`config.mk`:
```
export PLATFORM = sky130hd
export DESIGN_NAME = rdaf_top
export DESIGN_NICKNAME = d
export VERILOG_FILES = /design/src/rtl/rdaf_pkg.sv /design/src/rtl/rdaf_top.sv
export SDC_FILE = /design/constraint.sdc
export NUM_CORES = 1
export LEC_CHECK = 0
export BUFFER_PORTS_ARGS = -buffer_cell sky130_fd_sc_hd__buf_2
export CAP_MARGIN = 20
export CORE_ASPECT_RATIO = 0.5
export CORE_MARGIN = 2
export CORE_UTILIZATION = 60
export CTS_CLUSTER_DIAMETER = 120
export DETAILED_ROUTE_END_ITERATION = 10
export PLACE_DENSITY = 0.82
export SLEW_MARGIN = 5
export SYNTH_ARGS = -nofsm -noshare
export SYNTH_HDL_FRONTEND = slang
export SYNTH_SLANG_ARGS = --single-unit
```
`constraint.sdc`:
```
create_clock -name I_CLK_SYS -period 10.15 [get_ports I_CLK_SYS]
set_input_delay 2.03 -clock I_CLK_SYS [delete_from_list [all_inputs] [get_ports I_CLK_SYS]]
set_output_delay 2.03 -clock I_CLK_SYS [all_outputs]
set_load 0.02 [all_outputs]
```
`src/rtl/rdaf_pkg.sv`:
```
// rdaf_pkg: constants for the rs-485 drive address filter.
// assumes a 100 MHz system clock and ascii characters on a byte stream.
package rdaf_pkg;

  // ***************************************************************
  // character codes
  // ***************************************************************
  localparam logic [7:0] CHAR_CR        = 8'h0d;
  localparam logic [7:0] CHAR_DIGIT_LO  = 8'h30;
  localparam logic [7:0] CHAR_DIGIT_HI  = 8'h39;
  localparam logic [7:0] CHAR_PUNCT1_LO = 8'h21;
  localparam logic [7:0] CHAR_PUNCT1_HI = 8'h2f;
  localparam logic [7:0] CHAR_PUNCT2_LO = 8'h3a;
  localparam logic [7:0] CHAR_PUNCT2_HI = 8'h40;
  // factory address shared by every drive
  localparam logic [7:0] DEFAULT_ADDR   = 8'h30;
  // two-letter command codes
  localparam logic [7:0] CMD_ADDR_C0    = 8'h44;
  localparam logic [7:0] CMD_ADDR_C1    = 8'h41;
  localparam logic [7:0] CMD_DELAY_C0   = 8'h54;
  localparam logic [7:0] CMD_DELAY_C1   = 8'h44;
  localparam logic [7:0] CHAR_ZERO      = 8'h30;

  // ***************************************************************
  // timing
  // ***************************************************************
  localparam int CLK_HZ          = 100_000_000;
  localparam int CYC_PER_MS      = CLK_HZ / 1000;
  localparam int DELAY_MS_W      = 8;
  localparam logic [7:0] DELAY_MS_DEFAULT = 8'h00;

  // frame states, gray coded around idle-body-wait-reply and idle-skip
  typedef enum logic [2:0] {
    ST_IDLE  = 3'b000,
    ST_BODY  = 3'b001,
    ST_WAIT  = 3'b011,
    ST_REPLY = 3'b010,
    ST_SKIP  = 3'b100
  } rdaf_state_type;

endpackage

```
`src/rtl/rdaf_top.sv`:
```
// rdaf_top: address filter and reply gate for one drive on rs-485.
// assumes a uart delivers received bytes as one-cycle strobes and that
// the reply serialiser starts on an ack pulse and reports when done.
// the reply text itself is built outside; this block only gates it.
`timescale 1ns/1ps

module rdaf_top #(
  parameter int MAX_LEN    = 32,
  // clock cycles per millisecond tick of the reply delay
  parameter int CYC_PER_MS = rdaf_pkg::CYC_PER_MS
) (
  // clock and reset
  input  wire logic       I_CLK_SYS,
  input  wire logic       I_ARST_N,
  // received byte stream
  input  wire logic [7:0] I_RX_DATA,
  input  wire logic       I_RX_VALID,
  // configuration
  input  wire logic       I_TWO_WIRE,
  input  wire logic [7:0] I_CFG_ADDR,
  input  wire logic       I_CFG_ADDR_WE,
  input  wire logic [7:0] I_CFG_DELAY_MS,
  input  wire logic       I_CFG_DELAY_WE,
  // command out to the motion engine
  output logic [7:0]      O_CMD_DATA,
  output logic            O_CMD_VALID,
  output logic            O_CMD_END,
  output logic            O_CMD_GLOBAL,
  // reply side
  input  wire logic       I_REPLY_DONE,
  output logic            O_ACK_REQ,
  output logic            O_TX_EN,
  // status
  output logic [7:0]      O_NODE_ADDR,
  output logic [7:0]      O_DELAY_MS
);

  // ***************************************************************
  // helpers
  // ***************************************************************
  // legal address characters: digits and the listed punctuation
  function automatic logic addr_legal(input logic [7:0] c);
    addr_legal = (c >= rdaf_pkg::CHAR_DIGIT_LO &&
                  c <= rdaf_pkg::CHAR_DIGIT_HI) ||
                 (c >= rdaf_pkg::CHAR_PUNCT1_LO &&
                  c <= rdaf_pkg::CHAR_PUNCT1_HI) ||
                 (c >= rdaf_pkg::CHAR_PUNCT2_LO &&
                  c <= rdaf_pkg::CHAR_PUNCT2_HI);
  endfunction

  // digits only; the decimal delay argument relies on it
  function automatic logic is_digit(input logic [7:0] c);
    is_digit = c >= rdaf_pkg::CHAR_DIGIT_LO && c <= rdaf_pkg::CHAR_DIGIT_HI;
  endfunction

  // counter widths follow the parameters
  localparam int LEN_W = $clog2(MAX_LEN + 1);
  localparam int CNT_W = $clog2(CYC_PER_MS + 1);
  localparam logic [CNT_W-1:0] CYC_MS_LAST =
    CNT_W'(CYC_PER_MS - 1);

  // ***************************************************************
  // state
  // ***************************************************************
  rdaf_pkg::rdaf_state_type state, next_state;
  logic [7:0]       node_addr, next_node_addr;
  logic [7:0]       delay_ms, next_delay_ms;
  // frame decode
  logic             addressed, next_addressed;
  logic [LEN_W-1:0] len, next_len;
  logic [7:0]       c0, next_c0;
  logic [7:0]       c1, next_c1;
  logic [7:0]       arg, next_arg;
  logic             arg_ok, next_arg_ok;
  // reply timing
  logic [CNT_W-1:0] cyc, next_cyc;
  logic [7:0]       ms_left, next_ms_left;
  // registered outputs
  logic [7:0]       cmd_data, next_cmd_data;
  logic             cmd_valid, next_cmd_valid;
  logic             cmd_end, next_cmd_end;
  logic             cmd_global, next_cmd_global;
  logic             ack_req, next_ack_req;
  logic             tx_en, next_tx_en;

  // ***************************************************************
  // next-state logic
  // ***************************************************************
  // one pass per clock cycle; address and delay writes are held here
  always_comb begin
    next_state      = state;
    next_node_addr  = node_addr;
    next_delay_ms   = delay_ms;
    next_addressed  = addressed;
    next_len        = len;
    next_c0         = c0;
    next_c1         = c1;
    next_arg        = arg;
    next_arg_ok     = arg_ok;
    next_cyc        = cyc;
    next_ms_left    = ms_left;
    next_cmd_data   = I_RX_DATA;
    next_cmd_valid  = 1'b0;
    next_cmd_end    = 1'b0;
    next_cmd_global = cmd_global;
    next_ack_req    = 1'b0;
    next_tx_en      = tx_en;

    // configuration port writes
    if (I_CFG_ADDR_WE && addr_legal(I_CFG_ADDR)) begin
      next_node_addr = I_CFG_ADDR;
    end
    if (I_CFG_DELAY_WE) begin
      next_delay_ms = I_CFG_DELAY_MS;
    end

    unique case (state)
      // first byte decides own, foreign or global frame;
      // a stray terminator between frames is ignored
      rdaf_pkg::ST_IDLE: begin
        if (I_RX_VALID && I_RX_DATA != rdaf_pkg::CHAR_CR) begin
          next_len    = '0;
          next_arg    = '0;
          next_arg_ok = 1'b1;
          if (I_RX_DATA == node_addr) begin
            // own prefix: executed and acknowledged
            next_addressed  = 1'b1;
            next_cmd_global = 1'b0;
            next_state      = rdaf_pkg::ST_BODY;
          end else if (addr_legal(I_RX_DATA)) begin
            // another drive's prefix: dropped silently
            next_state = rdaf_pkg::ST_SKIP;
          end else begin
            // letters start a global command, no ack
            next_addressed  = 1'b0;
            next_cmd_global = 1'b1;
            next_c0         = I_RX_DATA;
            next_len        = LEN_W'(1);
            next_cmd_valid  = 1'b1;
            next_state      = rdaf_pkg::ST_BODY;
          end
        end
      end

      // command characters pass through; the terminator closes the frame
      rdaf_pkg::ST_BODY: begin
        if (I_RX_VALID) begin
          if (I_RX_DATA == rdaf_pkg::CHAR_CR) begin
            next_cmd_end = 1'b1;
            // a global frame of this kind renames every drive at once
            // set-node-address: argument is the new address character
            if (len == LEN_W'(3) && c0 == rdaf_pkg::CMD_ADDR_C0 &&
                c1 == rdaf_pkg::CMD_ADDR_C1 && addr_legal(arg)) begin
              next_node_addr = arg;
            end
            // reply-delay: decimal argument in milliseconds
            if (len > LEN_W'(2) && arg_ok &&
                c0 == rdaf_pkg::CMD_DELAY_C0 &&
                c1 == rdaf_pkg::CMD_DELAY_C1) begin
              next_delay_ms = arg;
            end
            if (addressed) begin
              next_cyc     = '0;
              // four-wire ignores the delay and answers at once,
              // since the reply travels on a pair of its own
              next_ms_left = I_TWO_WIRE ? next_delay_ms : 8'h00;
              next_state   = rdaf_pkg::ST_WAIT;
            end else begin
              next_state = rdaf_pkg::ST_IDLE;
            end
          end else begin
            next_cmd_valid = 1'b1;
            // saturate so an over-long frame never wraps onto the opcode
            if (len < LEN_W'(MAX_LEN)) begin
              next_len = len + LEN_W'(1);
            end
            if (len == '0) begin
              next_c0 = I_RX_DATA;
            end else if (len == LEN_W'(1)) begin
              next_c1 = I_RX_DATA;
            end else if (len == LEN_W'(2)) begin
              next_arg = I_RX_DATA;
            end
            // accumulate decimal value for the delay command
            if (len >= LEN_W'(2)) begin
              if (!is_digit(I_RX_DATA)) begin
                next_arg_ok = 1'b0;
              end else if (c0 == rdaf_pkg::CMD_DELAY_C0) begin
                next_arg = 8'((len == LEN_W'(2) ? 8'h00 : arg) * 8'h0a +
                              (I_RX_DATA - rdaf_pkg::CHAR_ZERO));
              end
            end
          end
        end
      end

      // foreign frame: swallow bytes up to the terminator
      rdaf_pkg::ST_SKIP: begin
        if (I_RX_VALID && I_RX_DATA == rdaf_pkg::CHAR_CR) begin
          next_state = rdaf_pkg::ST_IDLE;
        end
      end

      // bytes arriving now are dropped; the host must stay quiet
      rdaf_pkg::ST_WAIT: begin
        // millisecond tick keeps the counter small at 100 MHz
        // a delay of zero enables the driver on the next edge
        if (ms_left == 8'h00) begin
          next_tx_en   = 1'b1;
          next_ack_req = 1'b1;
          next_state   = rdaf_pkg::ST_REPLY;
        end else if (cyc == CYC_MS_LAST) begin
          next_cyc     = '0;
          next_ms_left = ms_left - 8'h01;
        end else begin
          next_cyc = cyc + CNT_W'(1);
        end
      end

      // hold the driver until the serialiser reports the end
      rdaf_pkg::ST_REPLY: begin
        // release the pair so the host may transmit again
        if (I_REPLY_DONE) begin
          next_tx_en = 1'b0;
          next_state = rdaf_pkg::ST_IDLE;
        end
      end
    endcase
  end

  // ***************************************************************
  // registers
  // ***************************************************************
  // every drive leaves reset with the same address
  // reset also drops any frame that was in flight
  always_ff @(posedge I_CLK_SYS or negedge I_ARST_N) begin
    if (!I_ARST_N) begin
      state      <= rdaf_pkg::ST_IDLE;
      node_addr  <= rdaf_pkg::DEFAULT_ADDR;
      delay_ms   <= rdaf_pkg::DELAY_MS_DEFAULT;
      addressed  <= 1'b0;
      len        <= '0;
      c0         <= 8'h00;
      c1         <= 8'h00;
      arg        <= 8'h00;
      arg_ok     <= 1'b0;
      cyc        <= '0;
      ms_left    <= 8'h00;
      cmd_data   <= 8'h00;
      cmd_valid  <= 1'b0;
      cmd_end    <= 1'b0;
      cmd_global <= 1'b0;
      ack_req    <= 1'b0;
      tx_en      <= 1'b0;
    end else begin
      state      <= next_state;
      node_addr  <= next_node_addr;
      delay_ms   <= next_delay_ms;
      addressed  <= next_addressed;
      len        <= next_len;
      c0         <= next_c0;
      c1         <= next_c1;
      arg        <= next_arg;
      arg_ok     <= next_arg_ok;
      cyc        <= next_cyc;
      ms_left    <= next_ms_left;
      cmd_data   <= next_cmd_data;
      cmd_valid  <= next_cmd_valid;
      cmd_end    <= next_cmd_end;
      cmd_global <= next_cmd_global;
      ack_req    <= next_ack_req;
      tx_en      <= next_tx_en;
    end
  end

  // outputs straight from flip-flops
  // so downstream timing never sees the decode logic
  assign O_CMD_DATA   = cmd_data;
  assign O_CMD_VALID  = cmd_valid;
  assign O_CMD_END    = cmd_end;
  assign O_CMD_GLOBAL = cmd_global;
  assign O_ACK_REQ    = ack_req;
  assign O_TX_EN      = tx_en;
  assign O_NODE_ADDR  = node_addr;
  assign O_DELAY_MS   = delay_ms;

endmodule // rdaf_top
```
==> After elaboration in Yosys (flattened, before gate mapping) <==
Index checks and enable logic that the tools add are counted.
{ "totals": {"ff_bits": 89, "latchBits": 0, "ramBits": 0, "rom_bits": 0, "in_bits": 31, "out_inout_bits": 29, "memories": 0} }
{ "classes": {"add_sub_neg": 5, "multipliers": 1, "n_div": 0, "order_cmp": 21, "eq_ne": 32, "n_shift": 0, "mux": 82, "bitwise": 2, "n_reduce_logical": 40} }
{ "op_table": {"columns": ["op", "n"], "rows": [
  ["8-bit two-way mux", 32],
  ["17-bit two-way mux", 5],
  ["8-bit by 6-bit >= comparator with 1-bit output, second input constant", 9],
  ["8-bit by 6-bit less-or-equal comparator with 1-bit output, second input constant", 6],
  ["8-bit one-hot mux with 2 select lines", 3],
  ["2-bit != test, second input constant", 17],
  ["17-bit one-hot mux with 2 select lines", 1],
  ["8-bit by 7-bit equality test with 1-bit output, second input constant", 4],
  ["8-bit by 7-bit less-or-equal comparator with 1-bit output, second input constant", 3],
  ["3-bit two-way mux", 8],
  ["6-bit two-way mux", 4],
  ["1-bit two-way mux", 23],
  ["1-bit logical AND", 18],
  ["6-bit AND reduction", 3],
  ["17-bit by 1-bit adder with 17-bit output, second input constant", 1],
  ["17-bit equality test, second input constant", 1],
  ["3-bit one-hot mux with 5 select lines", 1],
  ["5-bit AND reduction", 3],
  ["6-bit by 2-bit equality test with 1-bit output, second input constant", 2],
  ["6-bit one-hot mux with 2 select lines", 1],
  ["8-bit adder", 1],
  ["8-bit by 4-bit equality test with 1-bit output, second input constant", 1],
  ["8-bit equality test", 1],
  ["8-bit logical NOT", 1],
  ["22 further kinds", 34]
]} }

==> Longest topological paths before layout <==
Gate-level depths: netlist of run 1.
{ "depth": {"depth_word": 10, "ltp_mapped": 13, "mapped_depth_nobuf": 13} }

==> Least setup slack after synthesis of run 1 <==
OpenSTA, ideal clock, no wires.
{ "synth_timing": {"path_type": "in2reg", "startpoint": "in I_RX_DATA[4]", "endpoint": "reg c0[0]", "setup_time_ns": 0.125, "arrival_ns": 3.894, "required_time_ns": 10.025, "path_slack_ns": 6.131, "cell_stages": 7, "path_buffers": 1, "cell_sequence": "buf_6 -> or4_1 -> o21ai_1 -> a21oi_2 -> or3b_4 -> a21oi_4 -> mux2_2"} }
{ "synth_via": {"elab_chain_cells": 6} }
{ "synth_rtl": {"columns": ["item", "line", "source"], "rows": [
  ["from (decl)", "rdaf_top.sv:16", "input wire logic [7:0] I_RX_DATA,"],
  ["8-bit by 6-bit >= comparator with 1-bit output (tied with other cells)", "rdaf_top.sv:43", "addr_legal = (c >= rdaf_pkg::CHAR_DIGIT_LO &&"],
  ["1-bit logical AND (on tied branches)", "rdaf_top.sv:43, rdaf_top.sv:45", null],
  ["1-bit logical OR", "rdaf_top.sv:44", "c <= rdaf_pkg::CHAR_DIGIT_HI) ||"],
  ["1-bit logical OR", "rdaf_top.sv:46", "c <= rdaf_pkg::CHAR_PUNCT1_HI) ||"],
  ["2-bit != test (no line)", null, null],
  ["7-bit AND reduction (no line) (*)", null, null],
  ["to (signal assigned)", "rdaf_top.sv:261", "c0 <= next_c0;"],
  ["to (decl)", "rdaf_top.sv:71", "logic [7:0] c0, next_c0;"]
]} }
Every way passes the cells marked *; elsewhere a longest branch is shown, timed or not.
A chain may end at the register's enable or synchronous reset.

==> Worst setup path after layout of run 1 <==
{ "layout_timing": {"startpoint": "reg len[2]", "endpoint": "reg arg[7]"} }
{ "layout_via": {"elab_chain_cells": 10} }
{ "layout_rtl": {"columns": ["item", "line", "source"], "rows": [
  ["from (decl)", "rdaf_top.sv:70", "logic [LEN_W-1:0] len, next_len;"],
  ["from (signal assigned)", "rdaf_top.sv:260", "len <= next_len;"],
  ["6-bit by 2-bit equality test with 1-bit output", "rdaf_top.sv:181, rdaf_top.sv:189", null],
  ["8-bit two-way mux (on tied branches)", "rdaf_top.sv:189, rdaf_top.sv:181", null],
  ["8-bit by 3-bit multiplier with 7-bit output or 8-bit two-way mux (tied branches)", "rdaf_top.sv:189, rdaf_top.sv:179", null],
  ["8-bit adder or 8-bit two-way mux (tied branches)", "rdaf_top.sv:189, rdaf_top.sv:177", null],
  ["8-bit two-way mux", "rdaf_top.sv:188", "end else if (c0 == rdaf_pkg::CMD_DELAY_C0) begin"],
  ["8-bit two-way mux", "rdaf_top.sv:186", "if (!is_digit(I_RX_DATA)) begin"],
  ["8-bit two-way mux (*)", "rdaf_top.sv:185", "if (len >= LEN_W'(2)) begin"],
  ["8-bit two-way mux (*)", "rdaf_top.sv:148", "if (I_RX_DATA == rdaf_pkg::CHAR_CR) begin"],
  ["8-bit two-way mux (*)", "rdaf_top.sv:147", "if (I_RX_VALID) begin"],
  ["8-bit one-hot mux with 2 select lines (*)", "rdaf_top.sv:117", "unique case (state)"],
  ["to (signal assigned)", "rdaf_top.sv:263", "arg <= next_arg;"],
  ["to (decl)", "rdaf_top.sv:73", "logic [7:0] arg, next_arg;"]
]} }
Every way passes the cells marked *; elsewhere a longest branch is shown, timed or not. The select of a mux whose other input is x is not followed.

==> results_dict.tcl, run 1 <==
set metrics [dict create \
    finalInstanceArea_mm2 0.006053 \
    fin_setup_tns_ns 0 \
    critical_path_data_required_time_ns 10.38 \
    relSlewSlack_pct 31.99 \
    place_congestion 0.9079 \
    first_iter_violations 328 \
    ff2ff_setup_slack_ns 5.73 \
    status "complete, no violations" \
    placed_area_mm2 0.005754 \
    insertion_delay_ns 0.35 \
    synth_area_per_cell_um2 9.362 \
    timing.setup.critical_path_class "flop to flop" \
    setup_viol 0 \
    place.detailed.hpwl_mm 9.672 \
    rsz_0062_raised_after_global_routing "false" \
    cts_tree "built" \
    post_cts.repair.setup_buffers 0 \
    cts_h_tree_depth 3 \
    clockRootBuffer "sky130_fd_sc_hd__clkbuf_16" \
    synth_sequential_area_ratio_pct 41.35 \
    fin_nets 679 \
    synth_enable_flop_cells 0 \
    max_slew.worst_pin.slew_ns 1.011 \
    layout-drive-gt1-share_pct 18.25 \
    syn-num-nets 630 \
    preCtsSetupSlack_ns 5.842 \
    regToRegStartpoint "len[2]" \
    cts-buffers-inserted 9 \
    crit_path_end_kind "flop" \
    clk_pin_slew_ns 0.07 \
    layout.cells.most_common "sky130_fd_sc_hd__dfrtp_1" \
    reg2reg_depth 12 \
    drc_errors 0 \
    finalCritPeriodShare_pct 43.53 \
    std_cell_rows 24 \
    hold_class "flop to flop" \
    grt_pass1_vias 4580 \
    maxCapViolations 0 \
    antenna_violating_nets_post_route 0 \
    cts_sinks 89 \
    fp.coreArea_mm2 0.008708 \
    global_route.overflow_total 0 \
    cp_data_arrival_time_ns 4.64 \
    timing.hold.worst_endpoint "arg_ok" \
    number_of_failing_hold_endpoints_at_the_final_stage 0 \
    post_drt_via_cell_ratio 6.273 \
    finClkSkew_ns 0.008539 \
    cts.repair.resized 0 \
    worst_hold_check_slack_ns 0.4845 \
    synth-async-reset-ratio_pct 100.0 \
    worst_setup_path_startpoint "len[2]" \
    synth_warnings 0 \
    hold_buffers 0 \
    ys_types 65 \
    area_growth_pct 12.25 \
    hp-start "arg_ok" \
    detail_route.first_pass.iterations 5 \
    pwr_dens_mw_per_mm2 188.2 \
    layout.cells.most_common_list "sky130_fd_sc_hd__dfrtp_1 (87), sky130_fd_sc_hd__buf_2 (58), sky130_fd_sc_hd__nor2_1 (52)" \
    grt_pass1_wl_mm 22.29 \
    vias 4686 \
    clock_tree.buffer_depth 2 \
    io_pins 60 \
    total_leakage_power_nw 2.793 \
    timing.final.ws_setup_ns 5.732 \
    antennaDiodeCount 0 \
    grt_max_degree 70 \
    min_delay_path_depth 1 \
    dr_wl_cell_um 17.71 \
    finalMaxSlewViolations 0 \
    ir_worst_vdd_mv 0.1200 \
    clock.fmax_mhz 226.3 \
    routed_wirelength_mm 13.23 \
    number_of_antenna_violations_at_the_first_check_in_global_routing 0 \
    ys_seq_elements 89 \
    track_usage_pct 28.60 \
    dieHeight_um 71.04 \
    synth-main-ff-cell "sky130_fd_sc_hd__dfrtp_1" \
    tmin_final_ns 4.418 \
    r2r_end "arg[7]" \
    critical_path_peak_fanout 9 \
    synthesis.instances 576 \
    synth_area_mm2 0.005393 \
    effective_utilization_at_floorplan_pct 61.93 \
    post-route-util_pct 69.51 \
    launching_element_type_of_the_critical_path "flop" \
    io_buffers 59 \
    chip_width_um 138.1 \
    floorplan.die_area_mm2 0.009808 \
]
## routing by layer
metal	track usage (%)	vias to the layer above	part of all wire, %
met1	38.46	2273	44
met4	8.617	0	2.0
met2	46.92	200	47
met5	0	-	0
met3	6.906	37	6.8
li1	-	2176	-
## through the flow
step | power, W | cells
2_1_floorplan | 0.0007171 | 576
3_3_place_gp | 0.0007913 | 731
3_5_place_dp | 0.0008068 | 731
4_1_cts | 0.001140 | 747
5_1_grt | 0.001207 | 747
6_report | 0.001139 | 747
## how the worst max path moves through the flow
stage | endpoint | slack (ns) | depth (start not counted)
after floorplan | c0[0] | 6.13 | 7
after global placement | c0[2] | 5.94 | 7
after detailed placement | c1[5] | 5.84 | 7
after CTS | arg[7] | 5.86 | 12
after global routing | arg[7] | 5.61 | 12
final | arg[7] | 5.73 | 12
## flip-flops by register name (all words and copies together) (netlist names), 6 cells and up
register,count
O_CMD_DATA,8
O_DELAY_MS,8
O_NODE_ADDR,8
arg,8
c0,8
c1,8
cyc,17
len,6
ms_left,8
## cells in the mapped netlist, types with 4 or more instances
cell	n	area [um2]
sky130_fd_sc_hd__a21o_1	7	52.55
sky130_fd_sc_hd__a21oi_1	36	180.2
sky130_fd_sc_hd__a22o_1	10	87.58
sky130_fd_sc_hd__a31oi_1	4	25.02
sky130_fd_sc_hd__and2_1	13	81.33
sky130_fd_sc_hd__and3_1	8	50.05
sky130_fd_sc_hd__clkbuf_1	19	71.32
sky130_fd_sc_hd__dfrtp_1	87	2177
sky130_fd_sc_hd__ha_1	21	262.8
sky130_fd_sc_hd__inv_1	25	93.84
sky130_fd_sc_hd__mux2_2	23	259.0
sky130_fd_sc_hd__mux2i_1	13	130.1
sky130_fd_sc_hd__nand2_1	49	183.9
sky130_fd_sc_hd__nand2b_1	5	31.28
sky130_fd_sc_hd__nand3_1	24	120.1
sky130_fd_sc_hd__nand3b_1	4	30.03
sky130_fd_sc_hd__nand4_1	8	50.05
sky130_fd_sc_hd__nor2_1	52	195.2
sky130_fd_sc_hd__nor2b_1	6	37.54
sky130_fd_sc_hd__nor3_1	18	90.09
sky130_fd_sc_hd__nor4_1	8	50.05
sky130_fd_sc_hd__o211ai_1	5	37.54
sky130_fd_sc_hd__o21ai_0	29	145.1
sky130_fd_sc_hd__o31ai_1	7	52.55
sky130_fd_sc_hd__or3_1	4	25.02
sky130_fd_sc_hd__or4_1	6	45.04
sky130_fd_sc_hd__xnor2_1	9	78.83
sky130_fd_sc_hd__xor2_1	18	157.7
## cell families after synthesis
| group | Yosys count | share of synthesized area, % |
|---|---|---|
| adders and majority gates | 23 | 5.615 |
| AOI/OAI and AO/OA | 121 | 14.34 |
| muxes | 38 | 7.773 |
| DFF | 89 | 41.35 |
| xor gates and xnor gates | 28 | 4.803 |
| buffers and inverters | 48 | 3.550 |
| and+or+nand+nor | 229 | 22.58 |
## layout make-up
type / count / area, um2
Multi-Input combinational cell: 439 / 2972
Timing Repair Buffer: 61 / 312.8
Fill cell: 711 / 2655
Clock buffer: 9 / 225.2
Clock inverter: 7 / 73.82
Inverter: 25 / 93.84
Sequential cell: 89 / 2230
Tap cell: 117 / 146.4
## power breakdown
| part | leakage [nW] | switching [W] | internal, W | total (W) |
|---|---|---|---|---|
| Combinational | 1.52 | 0.000171 | 0.000149 | 0.000320 |
| Sequential | 1.12 | 0.0000714 | 0.000416 | 0.000488 |
| Clock | 0.147 | 0.000157 | 0.000174 | 0.000331 |
| Total | 2.79 | 0.000399 | 0.000739 | 0.00114 |
## critical path, cell delays in order (launching register included)
cell and delay, ns:
sky130_fd_sc_hd__dfrtp_1 0.45, sky130_fd_sc_hd__nor4_1 0.52, sky130_fd_sc_hd__nand3_1 0.42, sky130_fd_sc_hd__and2_1 0.31, sky130_fd_sc_hd__ha_1 0.33, sky130_fd_sc_hd__fa_1 0.47, sky130_fd_sc_hd__xnor2_1 0.21, sky130_fd_sc_hd__ha_1 0.18
sky130_fd_sc_hd__xor2_1 0.26, sky130_fd_sc_hd__xnor2_1 0.22, sky130_fd_sc_hd__xnor3_1 0.39, sky130_fd_sc_hd__xor2_1 0.19, sky130_fd_sc_hd__a221o_1 0.34
(Power assumes the default switching activity.)
==> run 2: changes to the inputs <==
--- a/config.mk
+++ b/config.mk
@@ -5,14 +5,15 @@
 export SDC_FILE = /design/constraint.sdc
 export NUM_CORES = 1
 export LEC_CHECK = 0
+export ABC_AREA = 1
 export BUFFER_PORTS_ARGS = -buffer_cell sky130_fd_sc_hd__buf_2
 export CAP_MARGIN = 20
 export CORE_ASPECT_RATIO = 0.5
 export CORE_MARGIN = 2
-export CORE_UTILIZATION = 60
+export CORE_UTILIZATION = 54
 export CTS_CLUSTER_DIAMETER = 120
 export DETAILED_ROUTE_END_ITERATION = 10
-export PLACE_DENSITY = 0.82
+export PLACE_DENSITY = 0.78
 export SLEW_MARGIN = 5
 export SYNTH_ARGS = -nofsm -noshare
 export SYNTH_HDL_FRONTEND = slang
==> constraint.sdc (replaced) <==
create_clock -name I_CLK_SYS -period 3.9 [get_ports I_CLK_SYS]
set_input_delay 0.78 -clock I_CLK_SYS [delete_from_list [all_inputs] [get_ports I_CLK_SYS]]
set_output_delay 0.78 -clock I_CLK_SYS [all_outputs]
set_load 0.02 [all_outputs]
==> run 2 against run 1 <==
Flip-flop and latch count unchanged. Critical path depth increased by 8. Synthesized cell count up 36%. Count of clock-buffer cells in the layout stayed put. Critical endpoint unchanged.
==> results_dict.tcl, run 2 <==
set metrics [dict create \
    status "complete, no violations" \
    cts.repair.resized 0 \
    ff2ff_setup_slack_ns 0.38 \
    vias 5338 \
    place_congestion 0.8812 \
    cts_h_tree_depth 3 \
    layout.cells.most_common_list "sky130_fd_sc_hd__nand2_1 (184), sky130_fd_sc_hd__nor2_1 (101), sky130_fd_sc_hd__inv_1 (98)" \
    gr-max-usage-layer "met2" \
    total_leakage_power_nw 3.385 \
    cpMaxStageDelayCell "sky130_fd_sc_hd__dfrtp_1" \
    placed_area_mm2 0.006187 \
    crit_path_end_kind "flop" \
    setup_viol 0 \
    first_iter_violations 395 \
    cts_tree "built" \
    cellInternalPower_w 0.002171 \
    global_route.overflow_total 0 \
    clkPwrFrac_pct 26.3 \
    dr_wl_cell_um 13.96 \
    cts_sinks 89 \
    use_met3_pct 4.821 \
    detail_route.first_pass.iterations 5 \
    floorplan.die_area_mm2 0.01160 \
    post_drt_via_cell_ratio 5.403 \
    dieHeight_um 77.18 \
    fp.coreArea_mm2 0.01031 \
    track_usage_pct 25.41 \
    area_growth_pct 12.59 \
    antenna_violating_nets_post_route 0 \
    io_buffers 59 \
    grt_max_degree 38 \
    grt_pass1_wl_mm 23.50 \
    pwr_dens_mw_per_mm2 559.9 \
    netSwitchingFraction_pct 40.45 \
    finalInstanceArea_mm2 0.006511 \
    ys_seq_elements 89 \
    post_cts.repair.setup_buffers 0 \
    netlist.area_leader.share_pct 37.65 \
    finalMaxSlewViolations 0 \
    sequentialPowerShare_pct 35.2 \
    synth-async-reset-ratio_pct 100.0 \
    combPwrFrac_pct 38.5 \
    critical_path_data_required_time_ns 4.14 \
    grt_met2_usage_pct 40.50 \
    regToRegStartpoint "len[1]" \
    layout-drive-gt1-share_pct 15.57 \
    synth_area_mm2 0.005783 \
    maxCapViolations 0 \
    launching_element_type_of_the_critical_path "flop" \
    rsz_0062_raised_after_global_routing "false" \
    chip_width_um 150.4 \
    largest_reg_flops 17 \
    ir_worst_vdd_mv 0.2750 \
    largest_register "cyc" \
    antennaDiodeCount 0 \
    effective_utilization_at_floorplan_pct 56.08 \
    finClkSkew_ns 0.01176 \
    max_slew.worst_pin.slew_ns 0.5464 \
    layout.cells.most_common "sky130_fd_sc_hd__nand2_1" \
    clockRootBuffer "sky130_fd_sc_hd__clkbuf_16" \
    cts-buffers-inserted 9 \
    clock_tree.buffer_depth 2 \
    synth_top_area_cell "sky130_fd_sc_hd__dfrtp_1" \
    grt_pass1_vias 5032 \
    clk_pin_slew_ns 0.07 \
    tmin_final_ns 3.524 \
    synth-main-ff-cell "sky130_fd_sc_hd__dfrtp_1" \
    gr-usage-met1_pct 35.56 \
    drc_errors 0 \
    post_synth_most_frequent_cells "sky130_fd_sc_hd__nand2_1 (184), sky130_fd_sc_hd__nor2_1 (101), sky130_fd_sc_hd__inv_1 (98), sky130_fd_sc_hd__dfrtp_1 (87), sky130_fd_sc_hd__nand3_1 (66)" \
    post-synth-top-count-cell "sky130_fd_sc_hd__nand2_1" \
    synth_enable_flop_cells 0 \
    insertion_delay_ns 0.35 \
    place.detailed.hpwl_mm 10.34 \
    reg2reg_depth 20 \
    critical_path_peak_fanout 10 \
    routed_wirelength_mm 13.79 \
    p_sw_w 0.001475 \
    hold_buffers 0 \
    synth_warnings 0 \
    final.fill_count 871 \
    relSlewSlack_pct 63.47 \
    synth_area_per_cell_um2 7.386 \
    crit_path_cell_trace "inv_2 -> nor2_1 -> nand3_2 -> clkinv_2 -> nor3_1 -> nor2_1 -> ha_1 -> fa_1 -> xnor2_1 -> ha_1 -> inv_1 -> ha_1 -> a21oi_1 -> o21ai_0 -> a21oi_1 -> inv_1 -> nand2_1 -> nand3_1 -> nand2_1 -> nand2_1" \
    finalCritPeriodShare_pct 90.35 \
    hold_class "input port to asynchronous set/reset pin" \
    clock.fmax_mhz 283.8 \
    cp_data_arrival_time_ns 3.76 \
    timing.critical_path.slowest_cell_delay_ns 0.43 \
    number_of_antenna_violations_at_the_first_check_in_global_routing 0 \
    r2r_end "arg[7]" \
    std_cell_rows 26 \
    timing.setup.critical_path_class "flop to flop" \
    syn-num-nets 837 \
    synth_sequential_area_ratio_pct 38.55 \
    fin_setup_tns_ns 0 \
    ys_top_cells_by_area "sky130_fd_sc_hd__dfrtp_1 (38%), sky130_fd_sc_hd__nand2_1 (12%), sky130_fd_sc_hd__nor2_1 (6.6%)" \
    ys_types 42 \
    synthesis.instances 783 \
    number_of_failing_hold_endpoints_at_the_final_stage 0 \
    fin_nets 897 \
    io_pins 60 \
]
-- run 2: cell count changes after synthesis, sizes merged, moves of 11 or more --
cell	previous run	this run
inv	25	112
mux2	25	0
o21ai	32	43
a21oi	38	26
nand4	8	20
clkbuf	19	0
nand3	24	68
nor2	52	113
nand2	50	201
and2	13	0
-- run 2: worst max path at each step --
stage | startpoint | endpoint | slack (ns) | cells past startpoint
2_1_floorplan | len[1] | arg[7] | 0.70 | 20
3_3_place_gp | len[1] | arg[7] | 0.52 | 20
3_5_place_dp | len[1] | arg[7] | 0.39 | 20
4_1_cts | len[1] | arg[7] | 0.39 | 20
5_1_grt | len[1] | arg[7] | 0.009 | 20
6_report | len[1] | arg[7] | 0.38 | 20
-- run 2: cell type report --
cell class | instances | area (um2) | share of cell area, %
clock buffers | 9 | 225.2 | 3.459
clock inverters | 7 | 98.84 | 1.518
inverters | 113 | 425.4 | 6.533
multi-input cells | 569 | 3044 | 46.75
flip-flops and latches | 89 | 2230 | 34.24
well taps | 140 | 175.2 | 2.690
repair buffers | 61 | 312.8 | 4.804
-- run 2: kinds of logic after synthesis --
family	synth area share, %
AND/OR/NAND/NOR	33.62
AO/OA/AOI/OAI	9.065
flip-flops	38.55
adder cells (fa/ha/maj)	5.236
buffers and inverters	8.806
XOR/XNOR	2.120
multiplexers	2.596
-- run 2: worst max-delay path: cells and delay by family, from the launching register on --
| kind | cells | cell delay (ns) |
|---|---|---|
| adder cells (fa/ha/maj) | 4 | 1.21 |
| AND/OR/NAND/NOR | 8 | 0.85 |
| AO/OA/AOI/OAI | 3 | 0.45 |
| flip-flops | 1 | 0.43 |
| buffers and inverters | 4 | 0.36 |
| XOR/XNOR | 1 | 0.14 |
-- run 2: metrics by stage --
stage	hold WS [ns]	worst slack, ns	instances	util [%]	total power (W)
global placement	0.4510	0.5203	972	60.00	0.002649
floorplan	0.4419	0.7034	783	-	0.002404
detailed placement	0.4592	0.3944	972	60.00	0.002692
global route	0.4201	0.009395	988	63.14	0.003935
finish	0.3848	0.3762	988	63.14	0.003646
CTS	0.3973	0.3866	988	63.14	0.003654
-- run 2: per-layer routing --
metal	up-vias	wire, um
met5	-	0
met4	0	221
met3	22	848
met2	181	6308
met1	2482	6416
li1	2653	-
-- run 2: power by group through the flow --
stage | Clock, W | Combinational, W | Sequential, W
finish | 0.000958 | 0.00140 | 0.00128
global route | 0.00101 | 0.00161 | 0.00132
CTS | 0.000969 | 0.00140 | 0.00128
detailed placement | 0 | 0.00139 | 0.00130
global placement | 0 | 0.00136 | 0.00129
floorplan | 0 | 0.00108 | 0.00132
